<file path="src/rtl/sst_pkg.sv">
// constants and register map of the per-axis safe stop block
// assumes a single 40 MHz clock and a simple strobe register port
package sst_pkg;
  localparam int unsigned CLK_HZ          = 40_000_000;
  localparam int unsigned DISC_TIME_MS    = 100;
  localparam int unsigned DISC_CYCLES     = CLK_HZ / 1000 * DISC_TIME_MS;
  localparam int unsigned STOP_DELAY_MS   = 2;
  localparam int unsigned STOP_DELAY_CYC  = CLK_HZ / 1000 * STOP_DELAY_MS;
  localparam int unsigned N_INST          = 3;
  localparam int unsigned N_SEL           = 8;

  localparam logic [3:0] ADDR_CTRL     = 4'h0;
  localparam logic [3:0] ADDR_INST_CFG = 4'h1;
  localparam logic [3:0] ADDR_SEL      = 4'h2;
  localparam logic [3:0] ADDR_DELAY    = 4'h3;
  localparam logic [3:0] ADDR_STATUS   = 4'h4;
  localparam logic [3:0] ADDR_IRQ_STAT = 4'h5;
  localparam logic [3:0] ADDR_IRQ_MASK = 4'h6;

  // ctrl fields
  localparam int unsigned CTRL_TO_READY  = 0;
  localparam int unsigned CTRL_TO_FB     = 1;
  localparam int unsigned CTRL_FB_EN     = 2;
  localparam int unsigned CTRL_REPORT    = 3;
  localparam int unsigned CTRL_EXTENDED  = 4;
  localparam int unsigned CTRL_VEL_MON   = 5;
  localparam int unsigned CTRL_DUAL      = 6;
  localparam logic [31:0] CTRL_RESET     = 32'h0000_0041;
  // inst_cfg: bit i used, bits 8+4*i.. safe input selection of instance i
  localparam logic [31:0] INST_CFG_RESET = 32'h0000_0001;
  localparam logic [3:0]  SEL_AXIS1      = 4'h5;
  localparam logic [3:0]  SEL_AXIS2      = 4'h6;
  localparam logic [3:0]  SEL_NONE       = 4'h0;

  // irq / status bits
  localparam int unsigned EV_IO_FAIL = 0;
  localparam int unsigned EV_TO      = 1;
  localparam int unsigned EV_STOP    = 2;
  localparam int unsigned EV_W       = 3;

  typedef enum logic [1:0] {SST_IDLE, SST_RAMP, SST_DONE} sst_stop_st_t;

  // selection 1..4 single inputs, 5 and 6 dual pairs
  function automatic logic sst_sel_level(input logic [3:0] sel,
                                         input logic [3:0] sin);
    case (sel)
      4'h1:    sst_sel_level = ~sin[0];
      4'h2:    sst_sel_level = ~sin[1];
      4'h3:    sst_sel_level = ~sin[2];
      4'h4:    sst_sel_level = ~sin[3];
      4'h5:    sst_sel_level = ~sin[0] | ~sin[1];
      4'h6:    sst_sel_level = ~sin[2] | ~sin[3];
      default: sst_sel_level = 1'b0;
    endcase
  endfunction : sst_sel_level
endpackage : sst_pkg

</file>
<file path="src/rtl/sst_disc_mon.sv">
// dual-channel discrepancy monitor for one safe input pair
// assumes inputs already synchronous to ref_clk
module sst_disc_mon #(
  parameter int unsigned LIMIT = sst_pkg::DISC_CYCLES
) (
  input  wire logic ref_clk,
  input  wire logic arst_n,
  input  wire logic enable,
  input  wire logic in_a,
  input  wire logic in_b,
  output logic      fail
);
  typedef struct packed {
    logic [31:0] cnt;
    logic        fail;
  } sst_disc_t;
  sst_disc_t st_reg, st_next;

  always_comb begin
    st_next = st_reg;
    if (!enable || in_a == in_b) begin
      st_next.cnt = 32'h0;
    end else if (st_reg.cnt < LIMIT) begin
      st_next.cnt = st_reg.cnt + 32'h1;
    end else begin
      st_next.fail = 1'b1;
    end
  end

  always_ff @(posedge ref_clk or negedge arst_n) begin
    if (!arst_n) begin
      st_reg <= '0;
    end else begin
      st_reg <= st_next;
    end
  end
  // failure latches until reset; a safety fault is not self-clearing
  assign fail = st_reg.fail;
endmodule : sst_disc_mon

</file>
<file path="src/rtl/sst_stop_inst.sv">
// one timed stop instance: ramp request then torque off after the delay
// assumes start is a level request from the combined sources
module sst_stop_inst (
  input  wire logic        ref_clk,
  input  wire logic        arst_n,
  input  wire logic        start,
  input  wire logic        clear,
  input  wire logic [31:0] delay,
  output logic             active,
  output logic             done
);
  typedef struct packed {
    sst_pkg::sst_stop_st_t fsm;
    logic [31:0]           cnt;
  } sst_inst_t;
  sst_inst_t st_reg, st_next;

  always_comb begin
    st_next = st_reg;
    case (st_reg.fsm)
      sst_pkg::SST_IDLE: begin
        if (start) begin
          st_next.fsm = sst_pkg::SST_RAMP;
          st_next.cnt = 32'h0;
        end
      end
      sst_pkg::SST_RAMP: begin
        if (st_reg.cnt + 32'h1 >= delay) begin
          st_next.fsm = sst_pkg::SST_DONE;
        end else begin
          st_next.cnt = st_reg.cnt + 32'h1;
        end
      end
      sst_pkg::SST_DONE: begin
        if (clear && !start) begin
          st_next.fsm = sst_pkg::SST_IDLE;
        end
      end
      default: st_next.fsm = sst_pkg::SST_IDLE;
    endcase
  end

  always_ff @(posedge ref_clk or negedge arst_n) begin
    if (!arst_n) begin
      st_reg <= '0;
    end else begin
      st_reg <= st_next;
    end
  end
  assign active = (st_reg.fsm != sst_pkg::SST_IDLE);
  assign done   = (st_reg.fsm == sst_pkg::SST_DONE);
endmodule : sst_stop_inst

</file>
<file path="src/rtl/sst_axis.sv">
// per-axis safe stop top: input monitor, three timed stops, torque off
// assumes safe inputs are active low (low requests stop) and synchronous
//
// Our own choices: the plain strobed port and the register offsets.
module sst_axis #(
  parameter int unsigned AXIS_ID    = 1,
  parameter int unsigned DISC_LIMIT = sst_pkg::DISC_CYCLES
) (
  input  wire logic        ref_clk,
  input  wire logic        arst_n,
  input  wire logic [3:0]  reg_addr,
  input  wire logic [31:0] reg_wdata,
  input  wire logic        reg_wr,
  input  wire logic        reg_rd,
  output logic [31:0]      reg_rdata,
  input  wire logic [3:0]  safe_in,
  input  wire logic [2:0]  fb_stop_req,
  input  wire logic        fb_to_req,
  input  wire logic [2:0]  fault_stop_req,
  input  wire logic        fault_to_req,
  input  wire logic        axis_enabled,
  input  wire logic        restart_ack,
  output logic [2:0]       stop_active,
  output logic [2:0]       ramp_request,
  output logic             torque_off_active,
  output logic             stage_enable,
  output logic             io_fail_warning,
  output logic             io_fail_fault,
  output logic             irq
);
  localparam logic [3:0] SEL_DEF =
      (AXIS_ID == 2) ? sst_pkg::SEL_AXIS2 : sst_pkg::SEL_AXIS1;

  typedef struct packed {
    logic [31:0]         ctrl;
    logic [31:0]         inst_cfg;
    logic [3:0]          to_sel;
    logic [31:0]         delay;
    logic [sst_pkg::EV_W-1:0] irq_stat;
    logic [sst_pkg::EV_W-1:0] irq_mask;
    logic [31:0]         rdata;
    logic                to_latch;
    logic [2:0]          stop_active;
    logic [2:0]          ramp;
    logic                to_active;
    logic                stage_en;
    logic                warn;
    logic                fault;
    logic                irq;
    logic                prev_to;
    logic                prev_fail;
    logic [2:0]          prev_stop;
  } sst_axis_st_t;
  sst_axis_st_t st_reg, st_next;

  logic       io_fail;
  logic [2:0] inst_start;
  logic [2:0] inst_active;
  logic [2:0] inst_done;
  logic       stop_allowed;
  logic       to_req;
  logic       to_hold;

  sst_disc_mon #(
    .LIMIT (DISC_LIMIT)
  ) u_disc (
    .ref_clk (ref_clk),
    .arst_n  (arst_n),
    .enable  (st_reg.ctrl[sst_pkg::CTRL_DUAL]),
    .in_a    (safe_in[0]),
    .in_b    (safe_in[1]),
    .fail    (io_fail)
  );

  assign stop_allowed = !st_reg.ctrl[sst_pkg::CTRL_EXTENDED] ||
                        !st_reg.ctrl[sst_pkg::CTRL_VEL_MON];

  genvar gi;
  generate
    for (gi = 0; gi < sst_pkg::N_INST; gi++) begin : g_inst
      logic fb_ok;
      logic sel_req;
      assign fb_ok = st_reg.ctrl[sst_pkg::CTRL_FB_EN] &&
                     st_reg.inst_cfg[gi] && fb_stop_req[gi];
      assign sel_req = st_reg.inst_cfg[gi] && sst_pkg::sst_sel_level(
                       st_reg.inst_cfg[8+4*gi +: 4], safe_in);
      assign inst_start[gi] = stop_allowed && (fb_ok || sel_req ||
                              (st_reg.inst_cfg[gi] && fault_stop_req[gi]) ||
                              ((gi == 0) && io_fail));
      sst_stop_inst u_stop (
        .ref_clk (ref_clk),
        .arst_n  (arst_n),
        .start   (inst_start[gi]),
        .clear   (restart_ack),
        .delay   (st_reg.delay),
        .active  (inst_active[gi]),
        .done    (inst_done[gi])
      );
    end
  endgenerate

  assign to_req = st_reg.ctrl[sst_pkg::CTRL_TO_READY] && (
      (|inst_done) || fault_to_req ||
      (st_reg.ctrl[sst_pkg::CTRL_TO_FB] &&
       st_reg.ctrl[sst_pkg::CTRL_FB_EN] && fb_to_req) ||
      sst_pkg::sst_sel_level(st_reg.to_sel, safe_in));

  // a finished stop that the ack retires must not re-latch torque off,
  // so only sources that outlive the ack keep it on
  assign to_hold = st_reg.ctrl[sst_pkg::CTRL_TO_READY] && (
      (|(inst_done & inst_start)) || fault_to_req ||
      (st_reg.ctrl[sst_pkg::CTRL_TO_FB] &&
       st_reg.ctrl[sst_pkg::CTRL_FB_EN] && fb_to_req) ||
      sst_pkg::sst_sel_level(st_reg.to_sel, safe_in));

  always_comb begin
    logic [sst_pkg::EV_W-1:0] ev;
    ev = '0;
    st_next = st_reg;
    st_next.rdata = 32'h0;
    if (reg_wr) begin
      case (reg_addr)
        sst_pkg::ADDR_CTRL:     st_next.ctrl     = reg_wdata;
        sst_pkg::ADDR_INST_CFG: st_next.inst_cfg = reg_wdata;
        sst_pkg::ADDR_SEL:      st_next.to_sel   = reg_wdata[3:0];
        sst_pkg::ADDR_DELAY:    st_next.delay    = reg_wdata;
        sst_pkg::ADDR_IRQ_MASK:
          st_next.irq_mask = reg_wdata[sst_pkg::EV_W-1:0];
        default: ;
      endcase
    end
    if (reg_rd) begin
      case (reg_addr)
        sst_pkg::ADDR_CTRL:     st_next.rdata = st_reg.ctrl;
        sst_pkg::ADDR_INST_CFG: st_next.rdata = st_reg.inst_cfg;
        sst_pkg::ADDR_SEL:      st_next.rdata = {28'h0, st_reg.to_sel};
        sst_pkg::ADDR_DELAY:    st_next.rdata = st_reg.delay;
        sst_pkg::ADDR_STATUS:
          st_next.rdata = {24'h0, st_reg.fault, st_reg.warn, io_fail,
                           st_reg.to_active, 1'b0, st_reg.stop_active};
        sst_pkg::ADDR_IRQ_STAT:
          st_next.rdata = {29'h0, st_reg.irq_stat};
        sst_pkg::ADDR_IRQ_MASK:
          st_next.rdata = {29'h0, st_reg.irq_mask};
        default:                st_next.rdata = 32'h0;
      endcase
    end
    // torque off holds until acknowledged with the request gone
    if (restart_ack && !to_hold) begin
      st_next.to_latch = 1'b0;
    end else if (to_req) begin
      st_next.to_latch = 1'b1;
    end
    st_next.stop_active = inst_active;
    st_next.ramp        = inst_active & ~inst_done;
    st_next.to_active   = st_next.to_latch;
    st_next.stage_en    = !st_next.to_latch;
    st_next.warn  = io_fail && !axis_enabled;
    st_next.fault = io_fail && axis_enabled &&
                    st_reg.ctrl[sst_pkg::CTRL_REPORT];
    st_next.prev_to   = st_next.to_latch;
    st_next.prev_fail = io_fail;
    st_next.prev_stop = inst_active;
    ev[sst_pkg::EV_IO_FAIL] = io_fail && !st_reg.prev_fail;
    ev[sst_pkg::EV_TO]      = st_next.to_latch && !st_reg.prev_to;
    ev[sst_pkg::EV_STOP]    = |(inst_active & ~st_reg.prev_stop);
    // set wins over the read clear
    if (reg_rd && reg_addr == sst_pkg::ADDR_IRQ_STAT) begin
      st_next.irq_stat = ev;
    end else begin
      st_next.irq_stat = st_reg.irq_stat | ev;
    end
    st_next.irq = |(st_next.irq_stat & st_reg.irq_mask);
  end

  always_ff @(posedge ref_clk or negedge arst_n) begin
    if (!arst_n) begin
      st_reg          <= '0;
      st_reg.ctrl     <= sst_pkg::CTRL_RESET;
      st_reg.inst_cfg <= sst_pkg::INST_CFG_RESET;
      st_reg.to_sel   <= SEL_DEF;
      st_reg.delay    <= sst_pkg::STOP_DELAY_CYC;
      st_reg.stage_en <= 1'b0;
    end else begin
      st_reg <= st_next;
    end
  end

  assign reg_rdata         = st_reg.rdata;
  assign stop_active       = st_reg.stop_active;
  assign ramp_request      = st_reg.ramp;
  assign torque_off_active = st_reg.to_active;
  assign stage_enable      = st_reg.stage_en;
  assign io_fail_warning   = st_reg.warn;
  assign io_fail_fault     = st_reg.fault;
  assign irq               = st_reg.irq;
endmodule : sst_axis

</file>
<file path="config.mk">
export PLATFORM = sky130hd
export DESIGN_NAME = sst_axis
export DESIGN_NICKNAME = d
export VERILOG_FILES = /design/src/rtl/sst_pkg.sv /design/src/rtl/sst_disc_mon.sv /design/src/rtl/sst_stop_inst.sv /design/src/rtl/sst_axis.sv
export SDC_FILE = /design/constraint.sdc
export NUM_CORES = 1
export LEC_CHECK = 0
export BUFFER_PORTS_ARGS = -buffer_cell sky130_fd_sc_hd__buf_2
export CAP_MARGIN = 20
export CORE_UTILIZATION = 30
export DETAILED_ROUTE_END_ITERATION = 6
export PLACE_DENSITY_LB_ADDON = 0.15
export REMOVE_ABC_BUFFERS = 1
export SYNTH_ARGS = -nofsm -noshare
export SYNTH_HDL_FRONTEND = slang
export SYNTH_SLANG_ARGS = --single-unit
</file>
<file path="constraint.sdc">
create_clock -name ref_clk -period 4.6 [get_ports ref_clk]
set_input_delay 0.46 -clock ref_clk [delete_from_list [all_inputs] [get_ports ref_clk]]
set_output_delay 0.46 -clock ref_clk [all_outputs]
set_load 0.005 [all_outputs]
</file>
Word-level counts from Yosys, hierarchy flattened
Index checks and enable logic that the tools add are counted.
{ "word_totals": {"register_bits": 285, "inputBits": 54, "out_inout_bits": 43, "wordCells": 206} }
{ "op_classes": {"n_addsub": 4, "order_cmp": 4, "n_eq_ne": 49, "muxes": 29, "n_bitwise": 15, "reduce_logical": 82} }
{ "ops": {"columns": ["op", "n"], "rows": [
  ["$pmux W32 S7", 1],
  ["$mux W32", 6],
  ["$pmux W32 S2", 3],
  ["$add A32 B1 Y32 const B", 4],
  ["$mux W34", 3],
  ["$ge A32 B32 Y1", 3],
  ["$eq A4 B3 Y1 const B", 15],
  ["$eq A4 B2 Y1 const B", 10],
  ["$lt A32 B22 Y1 const B", 1],
  ["$logic_and A1 B1 Y1", 29],
  ["$pmux W1 S6", 4],
  ["$eq A4 B1 Y1 const B", 5],
  ["$pmux W2 S3", 3],
  ["$reduce_and A3 Y1", 6],
  ["$logic_or A1 B1 Y1", 15],
  ["$reduce_bool A2 Y1", 7],
  ["$and A3 B3 Y3", 4],
  ["$mux W2", 6],
  ["$ne A2 B1 Y1 const B", 6],
  ["$ne A2 B2 Y1 const B", 6],
  ["$reduce_and A2 Y1", 6],
  ["$reduce_or A3 Y1", 4],
  ["$logic_not A1 Y1", 11],
  ["$eq A2 B1 Y1 const B", 3],
  ["10 further kinds", 22]
]} }

Logic depth before layout (Yosys ltp)
Gate-level depths: netlist of the first run.
{ "logic_depth": {"depth_word": 22, "ltp_mapped": 18, "depth_no_buf": 15} }

Cells and area by module
Synthesis of the first run repeated with hierarchy kept, for this count alone.
{ "hier_totals": {"hier_cells": 1793, "area_unflattened_um2": 17007.6} }
{ "modules_own_cells": {"columns": ["mod", "n_inst", "cells_each", "area_per_inst_um2", "seq_area_each_um2"], "rows": [
  ["sst_stop_inst", 3, 353, 2857.7, 850.8],
  ["sst_axis", 1, 557, 6718.9, 3766.1],
  ["sst_disc_mon", 1, 177, 1715.4, 825.8]
]} }

Worst setup path before layout of the first run
OpenSTA, ideal clock, no wires.
{ "synth_path": {"path_kind": "register to register", "startpoint": "register g_inst[2].u_stop.st_reg[0] (netlist name)", "endpoint": "register g_inst[2].u_stop.st_reg[15] (netlist name)", "arrival_ns": 3.647, "required_ns": 4.476, "slack_ns": 0.829, "path_stages_with_launch": 15, "n_path_buf": 1, "cell_sequence": "dfrtp_1 -> ha_1 -> nand3_2 -> or4_4 -> or3_1 -> xnor2_1 -> ha_1 -> o21a_1 -> a21oi_1 -> o211ai_1 -> o31ai_1 -> a21o_1 -> a21boi_1 -> clkbuf_1 -> a211o_1"} }
{ "synth_between": {"elab_chain_cells": 4, "word_cells_on_any_way": 6, "cone_classes": "add/sub (1); order compare (1); eq/ne (1); mux (2); reduce/logical (1)"} }
{ "synth_rtl": {"columns": ["item", "line", "rtl"], "rows": [
  ["from (decl)", "sst_stop_inst.sv:16", "sst_inst_t st_reg, st_next;"],
  ["from (signal assigned)", "sst_stop_inst.sv:47", "st_reg <= st_next;"],
  ["$add A32 B1 Y32 (*)", "sst_stop_inst.sv:28, sst_stop_inst.sv:31", null],
  ["$ge A32 B32 Y1", "sst_stop_inst.sv:28", "if (st_reg.cnt + 32'h1 >= delay) begin"],
  ["$ne A2 B2 Y1 (no source line)", null, null],
  ["$reduce_and A3 Y1 (no source line)", null, null]
]} }
Every way passes the cells marked *; elsewhere a longest branch is shown, timed or not. The select of a mux whose other input is x is not followed.
A chain may end at the register's enable or synchronous reset.

Worst setup path after layout of the first run
Same ends and word-level chain as after synthesis.

==> flow_metrics.env, run 1 <==
export IMPL_synthFlopType="dfrtp_1"
export IMPL_criticalPathCategory="register to register"
export IMPL_synthesis_area_sq_um=16800
export IMPL_die_w_microns=238
export IMPL_core_rowCount=86
export IMPL_r2r_cells=14
export IMPL_ys_types=79
export IMPL_preCtsSetupSlack_ns=0.242
export IMPL_cp_max_fo=9
export IMPL_vias=12800
export IMPL_num_antenna_cells=0
export IMPL_grt_pass1_vias=13200
export IMPL_worst_pin_slew_ns=1.06
export IMPL_area_growth_syn_to_layout_pct=13.9
export IMPL_cts_sinks=285
export IMPL_htreeDepth=2
export IMPL_synth_seq_cells=285
export IMPL_drc=0
export IMPL_holdWs_ns=-0.0133
export IMPL_report_final_hold_viol_count=3
export IMPL_clock_skew_final_ns=0.0230
export IMPL_initial_core_util=0.304
export IMPL_core_area_sq_um=55200
export IMPL_cts_tree="built"
export IMPL_status="complete, but fails checks"
export IMPL_dr_pass1_iters=5
export IMPL_synth_compound_area_frac=0.125
export IMPL_netlist_instances=1691
export IMPL_fin_ws_ns=0.361
export IMPL_maxCapViolations=0
export IMPL_avgSynthCellArea_sq_um=9.92
export IMPL_regArea_sq_um=7140
export IMPL_synth_adder_area_share=0.0753
export IMPL_synth_mux_area_fraction=0.102
export IMPL_max_freq_mhz=236
export IMPL_ys_seq_area_frac=0.426
export IMPL_dieHeight_microns=238
export IMPL_wl_microns=48700
export IMPL_first_iter_violations=616
export IMPL_cts_buffers=37
export IMPL_synth_top_family_by_area="simple AND/OR/NAND/NOR gates"
export IMPL_fin_nets=1901
export IMPL_gp_congestion=0.787
export IMPL_slew_violations=0
export IMPL_cp_required_ns=5.01
export IMPL_synth_most_common_cell="dfrtp_1"
export IMPL_synth_top_area_frac=0.410
export IMPL_grt_pass1_wl_microns=77200
export IMPL_maxSlewHeadroom=0.289
export IMPL_arrival_ns=4.65
export IMPL_start_kind="register"
export IMPL_leakage_nw=8.78
export IMPL_dpl_hpwl_microns=35100
export IMPL_violations="negative hold slack"
export IMPL_clockBufferDepth=3
export IMPL_p_per_area_nw_per_um2=478
export IMPL_routedWlPerCell_microns=19.3
export IMPL_peakVddDrop_mv=0.269
export IMPL_netlist_top_cells_count="275 x dfrtp_1, 151 x nor2_1, 131 x nand2_1"
export IMPL_synth_async_reset_ratio=1.00
export IMPL_rsz0062_at_grt="false"
export IMPL_fillers=5650
export IMPL_synth_warnings=0
export IMPL_multi_input_area_sq_um=8740
export IMPL_gr_usage_all_layers=0.175
export IMPL_synth_largest_area_cell="dfrtp_1"
export IMPL_largest_reg_flops=111
export IMPL_end_kind="register"
export IMPL_ioPinCount=97
export IMPL_synthSimpleGateAreaFrac=0.163
export IMPL_placed_area_sq_um=17900
export IMPL_fin_area_sq_um=19100
export IMPL_hold_class="input port to async pin"
export IMPL_clkSlewWorstSetupHoldPaths_ns=0.05
export IMPL_synth_edff_count=0
export IMPL_grt_max_degree=100
export IMPL_insertion_delay_ns=0.55
export IMPL_cts_root_buffer="clkbuf_16"
export IMPL_drtAntennaViolNets=0
export IMPL_synthTopCellsByArea="dfrtp_1 41%, ha_1 7.5%, mux2_2 7.0%, xnor2_1 4.0%, nor2_1 3.4%"
export IMPL_final_setup_viol_count=0
export IMPL_via_per_inst=5.10
export IMPL_placedCellCount=2454
export IMPL_post_route_min_period_ns=4.24
export IMPL_fin_tns_setup_ns=0
export IMPL_fp_dieArea_sq_um=56900
export IMPL_port_buffers=96
export IMPL_synthXorXnorAreaFrac=0.0543
export IMPL_drive_gt1_frac=0.185
export IMPL_antenna_found_initial=3
export IMPL_final_min_period_over_clock_period=0.921
export IMPL_fin_cells=2519
export IMPL_grt_ovfl_total=0
[area by class of cell]
| class | count | area share |
|---|---|---|
| clock buffer | 53 | 0.0554 |
| clock inverter | 11 | 0.00897 |
| inverter | 79 | 0.0157 |
| multi-input combinational | 1214 | 0.458 |
| sequential | 285 | 0.374 |
| tap | 748 | 0.0490 |
| timing repair buffer | 129 | 0.0393 |
[kinds of logic (layout without fill, tap and decap cells)]
family | count (synthesis) | after routing
muxes | 155 | 155
adders and majority gates | 101 | 101
buffers and inverters | 192 | 272
DFF | 285 | 285
AOI/OAI and AO/OA | 309 | 309
xor gates and xnor gates | 104 | 104
and+or+nand+nor | 545 | 545
[repair_timing]
action | in CTS | in global routing
buffers inserted | 0 | 1
hold buffers | 0 | 0
setup endpoints to repair | 0 | 11
gates resized for setup | 0 | 2
[where the power goes]
part	total, mW	internal (mW)	switching (mW)
Combinational	2.74	1.09	1.66
Clock	2.97	1.82	1.15
Sequential	3.41	2.96	0.457
[final timing paths]
kind                                                     to                       start  slack [ns]
worst max-delay path            g_inst[2].u_stop.st_reg[15]  g_inst[2].u_stop.st_reg[0]        0.36
max in group asynchronous                       st_reg[116]                      arst_n        3.51
worst min-delay path            g_inst[2].u_stop.st_reg[27]                      arst_n       -0.01
worst min register to register                    st_reg[3]                 u_disc.fail        0.48
min in group ref_clk                        io_fail_warning                axis_enabled        0.08
worst max register to register  g_inst[2].u_stop.st_reg[15]  g_inst[2].u_stop.st_reg[0]        0.36
[per-layer routing]
metal | vias up | part of all wire | track usage
met2 | 191 | 0.44 | 0.274
met4 | 6 | 0.022 | 0.0509
li1 | 6140 | - | -
met3 | 70 | 0.033 | 0.0271
met1 | 6434 | 0.50 | 0.249
met5 | - | 0.00066 | 0
[worst max-delay path, cell delays in order, from the launching register on]
cell and delay, ns:
dfrtp_1 0.43, ha_1 0.26, nand3_2 0.16, or4_4 0.61, or3_1 0.39, xnor2_1 0.27
ha_1 0.31, o21a_1 0.18, a21oi_1 0.21, o211ai_1 0.12, o31ai_1 0.36, a21o_1 0.21
a21boi_2 0.12, buf_4 0.21, a211o_1 0.29
[stage by stage]
stage	util	power, mW
2_1_floorplan	-	5.08
3_3_place_gp	0.323	6.16
3_5_place_dp	0.323	6.21
4_1_cts	0.346	9.24
5_1_grt	0.346	9.73
6_report	0.346	9.13
[placed cells by master, fill, tap and decap left out, drive strengths merged, types with 17 or more instances in the layout]
cell type,count
a21o,19
a21oi,75
a221o,17
a31oi,26
and3,40
buf,129
clkbuf,53
dfrtp,275
ha,101
inv,78
mux2,105
mux2i,48
nand2,132
nand3,56
nand4,39
nor2,152
nor3,33
o21ai,60
xnor2,77
xor2,27
Note: power is estimated with default switching activity, not from simulation.
==> run 2: changes to the inputs <==
CELL_PAD_IN_SITES_DETAIL_PLACEMENT = 0   (was unset)
CELL_PAD_IN_SITES_GLOBAL_PLACEMENT = 1   (was unset)
CTS_BUF_LIST = sky130_fd_sc_hd__clkbuf_4 sky130_fd_sc_hd__clkbuf_8 sky130_fd_sc_hd__clkbuf_16   (was unset)
==> run 2 against run 1 <==
First-iteration DRC count is 24% higher. Combinational power is 4% higher. The run now ends clean. Critical path type unchanged. Die area stayed put. Highest routed layer is now met4. Clock power hardly changed. Register-to-register slack better by 0.02 ns.
==> flow_metrics.env, run 2 (same netlist as run 1, synthesis figures left out) <==
export IMPL_status="finished clean"
export IMPL_cp_max_fo=22
export IMPL_r2r_setup_slack_ns=0.38
export IMPL_hold_class="input port to register"
export IMPL_post_route_min_period_ns=4.22
export IMPL_wl_microns=51700
export IMPL_htreeDepth=2
export IMPL_maxSlewHeadroom=0.426
export IMPL_num_antenna_cells=0
export IMPL_worst_pin_slew_ns=0.859
export IMPL_gp_congestion=0.818
export IMPL_final_setup_viol_count=0
export IMPL_dpl_hpwl_microns=36200
export IMPL_hp_start="axis_enabled"
export IMPL_cts_root_buffer="clkbuf_16"
export IMPL_grt_pass1_vias=13100
export IMPL_max_freq_mhz=237
export IMPL_max_stage_delay_ns=0.41
export IMPL_leakage_nw=8.84
export IMPL_slowest_stage="dfrtp_1"
export IMPL_preCtsSetupSlack_ns=0.378
export IMPL_grt_ovfl_total=0
export IMPL_start_kind="register"
export IMPL_fp_dieArea_sq_um=56900
export IMPL_mostFrequentLayoutCells="275 x dfrtp_1, 151 x nor2_1, 131 x nand2_1"
export IMPL_routedWlPerCell_microns=20.4
export IMPL_ioPinCount=97
export IMPL_core_area_sq_um=55200
export IMPL_largest_reg_flops=111
export IMPL_p_per_area_nw_per_um2=480
export IMPL_drtAntennaViolNets=0
export IMPL_postLayoutCoreUtil=0.347
export IMPL_vias=12800
export IMPL_fin_area_sq_um=19200
export IMPL_cts_tree="built"
export IMPL_initial_core_util=0.304
export IMPL_holdWs_ns=0.0880
export IMPL_cts_buffers=36
export IMPL_slew_violations=0
export IMPL_fin_cells=2530
export IMPL_cp_buffers_inverters=1
export IMPL_placedCellCount=2462
export IMPL_min_to="io_fail_warning"
export IMPL_hold_depth=2
export IMPL_rsz0062_at_grt="false"
export IMPL_grt_max_degree=91
export IMPL_maxCapViolations=0
export IMPL_cp_cell_sequence="ha_1 > and2_1 > nand4_1 > nor2_1 > and3_1 > and3_1 > xor2_1 > ha_1 > o21ai_0 > o21ai_0 > a211oi_1 > o22a_1 > o21ai_0 > o22ai_4 > buf_4 > mux2i_1"
export IMPL_drive_gt1_frac=0.195
export IMPL_dr_pass1_iters=5
export IMPL_clockBufferDepth=3
export IMPL_gr_usage_all_layers=0.186
export IMPL_fin_ws_ns=0.377
export IMPL_r2r_cells=16
export IMPL_fillers=5651
export IMPL_criticalPathCategory="register to register"
export IMPL_p_total_mw=9.21
export IMPL_placed_area_sq_um=17900
export IMPL_die_w_microns=238
export IMPL_clkSlewWorstSetupHoldPaths_ns=0.06
export IMPL_cts_sinks=285
export IMPL_grt_pass1_wl_microns=80600
export IMPL_r2r_start="g_inst[1].u_stop.st_reg[0]"
export IMPL_r2r_end="g_inst[1].u_stop.st_reg[5]"
export IMPL_area_growth_syn_to_layout_pct=14.3
export IMPL_mostFrequentLayoutCell="dfrtp_1"
export IMPL_arrival_ns=4.69
export IMPL_core_rowCount=86
export IMPL_report_final_hold_viol_count=0
export IMPL_final_min_period_over_clock_period=0.918
export IMPL_fin_nets=1909
export IMPL_first_iter_violations=763
export IMPL_insertion_delay_ns=0.56
export IMPL_antenna_found_initial=0
export IMPL_drc=0
export IMPL_dieHeight_microns=238
export IMPL_peakVddDrop_mv=0.360
export IMPL_fin_tns_setup_ns=0
export IMPL_via_per_inst=5.05
export IMPL_path_delay_family="simple AND/OR/NAND/NOR gates"
export IMPL_port_buffers=96
export IMPL_end_kind="register"
export IMPL_clock_skew_final_ns=0.0316
export IMPL_critical_path_most_common_cell="o21ai_0"
export IMPL_cp_required_ns=5.06
run 2: layout make-up:
cell class / count / area [sq um] / area share
tap: 748 / 936 / 0.0488
sequential: 285 / 7140 / 0.373
clock inverter: 16 / 199 / 0.0104
clock buffer: 50 / 1030 / 0.0538
multi-input combinational: 1214 / 8750 / 0.456
inverter: 79 / 297 / 0.0155
timing repair buffer: 138 / 818 / 0.0427
run 2: worst max path at each step:
stage / from / to / slack (ns) / depth (start not counted)
after floorplan: g_inst[2].u_stop.st_reg[0] / g_inst[2].u_stop.st_reg[16] / 0.33 / 15
after global placement: g_inst[1].u_stop.st_reg[0] / g_inst[1].u_stop.st_reg[7] / 0.36 / 16
after detailed placement: g_inst[1].u_stop.st_reg[0] / g_inst[1].u_stop.st_reg[5] / 0.38 / 16
after CTS: g_inst[1].u_stop.st_reg[0] / g_inst[1].u_stop.st_reg[5] / 0.34 / 16
after global routing: g_inst[1].u_stop.st_reg[3] / g_inst[1].u_stop.st_reg[20] / 0.005 / 15
final: g_inst[1].u_stop.st_reg[0] / g_inst[1].u_stop.st_reg[5] / 0.38 / 16
run 2: worst register-to-register path: stages (launching register included):
cell and delay (ns):
dfrtp_1 0.41, ha_1 0.25, and2_1 0.17, nand4_1 0.18, nor2_1 0.35, and3_1 0.37
and3_1 0.27, xor2_1 0.17, ha_1 0.26, o21ai_0 0.15, o21ai_0 0.09, a211oi_1 0.24
o22a_1 0.20, o21ai_0 0.22, o22ai_4 0.18, buf_4 0.38, mux2i_1 0.26
run 2: layer usage:
metal	GRT usage	routed length (microns)	vias to the layer above
met5	0	0	-
met4	0.0517	1080	0
met3	0.0238	1720	60
met2	0.301	23800	220
met1	0.259	25100	6348
li1	-	-	6146
run 2: what timing repair did:
action,4_1_cts,5_1_grt
setup buffers,0,0
hold buffers,1,0
endpoints found under the hold margin,81,0
endpoints found under the setup margin,0,10
gates resized for setup,0,1
run 2: power by group:
| part | internal [mW] | total (mW) | switching (mW) |
|---|---|---|---|
| combinational | 1.11 | 2.86 | 1.75 |
| sequential | 2.96 | 3.40 | 0.446 |
| clock | 1.76 | 2.95 | 1.19 |
| total | 5.82 | 9.21 | 3.39 |
==> run 3: changes to the inputs <==
SYNTH_HIERARCHICAL = 1   (was unset)
==> run 3 against run 2 <==
Wire length is 1.8% higher. Flip-flop and latch count stayed put. Clock power is 12% higher. Combinational power is 19% lower. Critical endpoint is now g_inst[1].u_stop/st_reg[27]. Register-to-register slack worse by 0.04 ns. Non-clock buffer count is 7 higher. Hold slack worse by 0.0015 ns. Fmax is 0.88% lower. Final cell count is 4.5% higher. First-iteration DRC count is 5.9% lower. Clock skew is 0.011 ns lower. Critical path type unchanged. Largest cell class unchanged. Design area is 2.5% higher.
==> flow_metrics.env, run 3 <==
export IMPL_synth_edff_count=0
export IMPL_vias=13300
export IMPL_initial_core_util=0.306
export IMPL_synthTopCellsByArea="dfrtp_1 40%, ha_1 7.4%, mux2_2 7.0%, a21oi_1 3.2%, mux2i_1 3.2%"
export IMPL_end_kind="register"
export IMPL_synth_warnings=6
export IMPL_critical_path_most_common_cell="nand4_1"
export IMPL_dpl_hpwl_microns=37300
export IMPL_r2r_start="g_inst[1].u_stop/st_reg[0]"
export IMPL_clock_skew_final_ns=0.0207
export IMPL_fp_dieArea_sq_um=57600
export IMPL_cts_buffers=38
export IMPL_area_growth_syn_to_layout_pct=15.5
export IMPL_synth_seq_cells=285
export IMPL_slew_violations=0
export IMPL_synth_most_common_cell="dfrtp_1"
export IMPL_gp_congestion=0.822
export IMPL_maxUsedRoutingLayer="met4"
export IMPL_rsz0062_at_grt="false"
export IMPL_synth_largest_area_cell="dfrtp_1"
export IMPL_max_stage_delay_ns=0.43
export IMPL_ys_types=65
export IMPL_regArea_sq_um=7140
export IMPL_netlist_instances=1793
export IMPL_drive_gt1_frac=0.197
export IMPL_worst_pin_slew_ns=1.04
export IMPL_cts_root_buffer="clkbuf_16"
export IMPL_p_per_area_nw_per_um2=464
export IMPL_max_freq_mhz=235
export IMPL_wl_met2_microns=23900
export IMPL_hold_class="input port to register"
export IMPL_fin_tns_setup_ns=0
export IMPL_synth_top_area_frac=0.405
export IMPL_report_final_hold_viol_count=0
export IMPL_maxSlewHeadroom=0.306
export IMPL_drtAntennaViolNets=0
export IMPL_core_rowCount=86
export IMPL_die_w_microns=240
export IMPL_netlist_top_cells_count="275 x dfrtp_1, 144 x nand2_1, 140 x inv_1, 140 x nor2_1, 109 x a21oi_1"
export IMPL_cp_max_fo=16
export IMPL_largest_reg_flops=111
export IMPL_path_delay_family="simple AND/OR/NAND/NOR gates"
export IMPL_criticalPathCategory="register to register"
export IMPL_fillers=5739
export IMPL_cts_tree="built"
export IMPL_routedWlPerCell_microns=19.9
export IMPL_wl_microns=52700
export IMPL_ys_seq_area_frac=0.420
export IMPL_startpoint="g_inst[1].u_stop/st_reg[0]"
export IMPL_clockBufferDepth=3
export IMPL_p_total_mw=9.12
export IMPL_wl_met3_microns=1760
export IMPL_core_area_sq_um=55500
export IMPL_cts_sinks=285
export IMPL_synthesis_area_sq_um=17000
export IMPL_gr_usage_all_layers=0.187
export IMPL_slowest_stage="dfrtp_1"
export IMPL_post_route_min_period_ns=4.26
export IMPL_multi_input_area_sq_um=8750
export IMPL_maxCapViolations=0
export IMPL_arrival_ns=4.70
export IMPL_dr_pass1_iters=7
export IMPL_leakage_nw=9.06
export IMPL_final_setup_viol_count=0
export IMPL_ioPinCount=97
export IMPL_insertion_delay_ns=0.56
export IMPL_grt_ovfl_total=0
export IMPL_synthFlopType="dfrtp_1"
export IMPL_grt_pass1_wl_microns=81800
export IMPL_antenna_found_initial=1
export IMPL_via_per_inst=5.04
export IMPL_cp_required_ns=5.04
export IMPL_grt_max_degree=85
export IMPL_start_kind="register"
export IMPL_fin_nets=2019
export IMPL_htreeDepth=2
export IMPL_status="finished clean"
export IMPL_drc=0
export IMPL_clkSlewWorstSetupHoldPaths_ns=0.06
export IMPL_peakVddDrop_mv=0.232
export IMPL_mostFrequentLayoutCell="dfrtp_1"
export IMPL_cp_cell_sequence="ha_1 > nand4_1 > nor2_1 > nand4_1 > nor2_1 > xnor2_1 > ha_1 > nand4_1 > nor4_2 > nand2_1 > a31o_2 > a21boi_4 > inv_2 > a31o_2"
export IMPL_first_iter_violations=718
export IMPL_mostFrequentLayoutCells="275 x dfrtp_1, 142 x nand2_1, 140 x inv_1"
export IMPL_wl_met1_microns=25900
export IMPL_grt_pass1_vias=13600
export IMPL_dieHeight_microns=240
export IMPL_cp_buffers_inverters=1
export IMPL_avgSynthCellArea_sq_um=9.49
export IMPL_synth_async_reset_ratio=1.00
export IMPL_hp_start="axis_enabled"
export IMPL_final_min_period_over_clock_period=0.926
export IMPL_port_buffers=96
run 3: changes by cell type after synthesis, moves of 15 or more:
cell,before,now
a21oi_1,74,109
a31o_2,0,15
and3_1,40,11
inv_1,79,140
nand3_1,55,100
o31ai_1,4,20
xnor2_1,77,61
run 3: through the flow:
stage               area (sq um)  setup WS (ns)  utilization  hold slack, ns  instances
floorplan                  16400          0.280            -           0.164       1680
global placement           18200          0.268        0.327           0.472       2567
detailed placement         18200          0.161        0.328           0.472       2569
CTS                        19600         0.0943        0.353          0.0350       2640
global route               19600         0.0238        0.354          0.0601       2643
finish                     19600          0.339        0.354          0.0864       2644
run 3: timing repair:
action	CTS	global route
hold buffers	1	0
buffers inserted	0	3
endpoints found under the hold margin	69	0
setup endpoints to repair	0	58
resized for setup	0	4
run 3: metal layers:
metal  up-vias  GRT usage
met5         -          0
met2       230      0.298
met1      6602      0.263
li1       6437          -
met3        63     0.0280
met4         0     0.0469
run 3: worst paths after layout:
path                                                to  slack [ns]  depth (start not counted)
max in group asynchronous                  st_reg[118]        3.03                          3
min in group asynchronous             u_disc/st_reg[9]        0.46                          2
setup / recovery           g_inst[1].u_stop/st_reg[27]        0.34                         14
setup reg to reg           g_inst[1].u_stop/st_reg[27]        0.34                         14
hold reg to reg                      u_disc/st_reg[28]        0.49                          1
hold / removal                         io_fail_warning        0.09                          2
run 3: cell families (layout without fill, tap and decap cells):
family          after synthesis  in the layout  share of synthesized area
compound gates              325            325                      0.123
xor+xnor                     88             88                     0.0453
fa+ha+maj                   100            100                     0.0736
buf+inv                     257            359                     0.0682
flops                       285            285                      0.420
mux                         160            160                      0.103
other cells                   0              1                          0
simple gates                578            578                      0.167
run 3: final cells by class:
class	instances	share of cell area
diodes	1	0.000127
clock buffers	48	0.0544
clock inverters	22	0.0166
inverters	144	0.0275
multi-input cells	1251	0.445
flip-flops and latches	285	0.364
well taps	748	0.0476
repair buffers	145	0.0448
run 3: worst register-to-register path, delay by kind of cell, from the launching register on:
family | cells | cell delay, ns
xor+xnor | 1 | 0.13
flops | 1 | 0.43
compound gates | 3 | 1.01
buf+inv | 1 | 0.25
fa+ha+maj | 2 | 0.61
simple gates | 7 | 1.71
run 3: report_power, final:
part | internal, mW | switching (mW)
Combinational | 0.967 | 1.35
Clock | 2.06 | 1.23
Sequential | 2.94 | 0.572
Total | 5.96 | 3.16
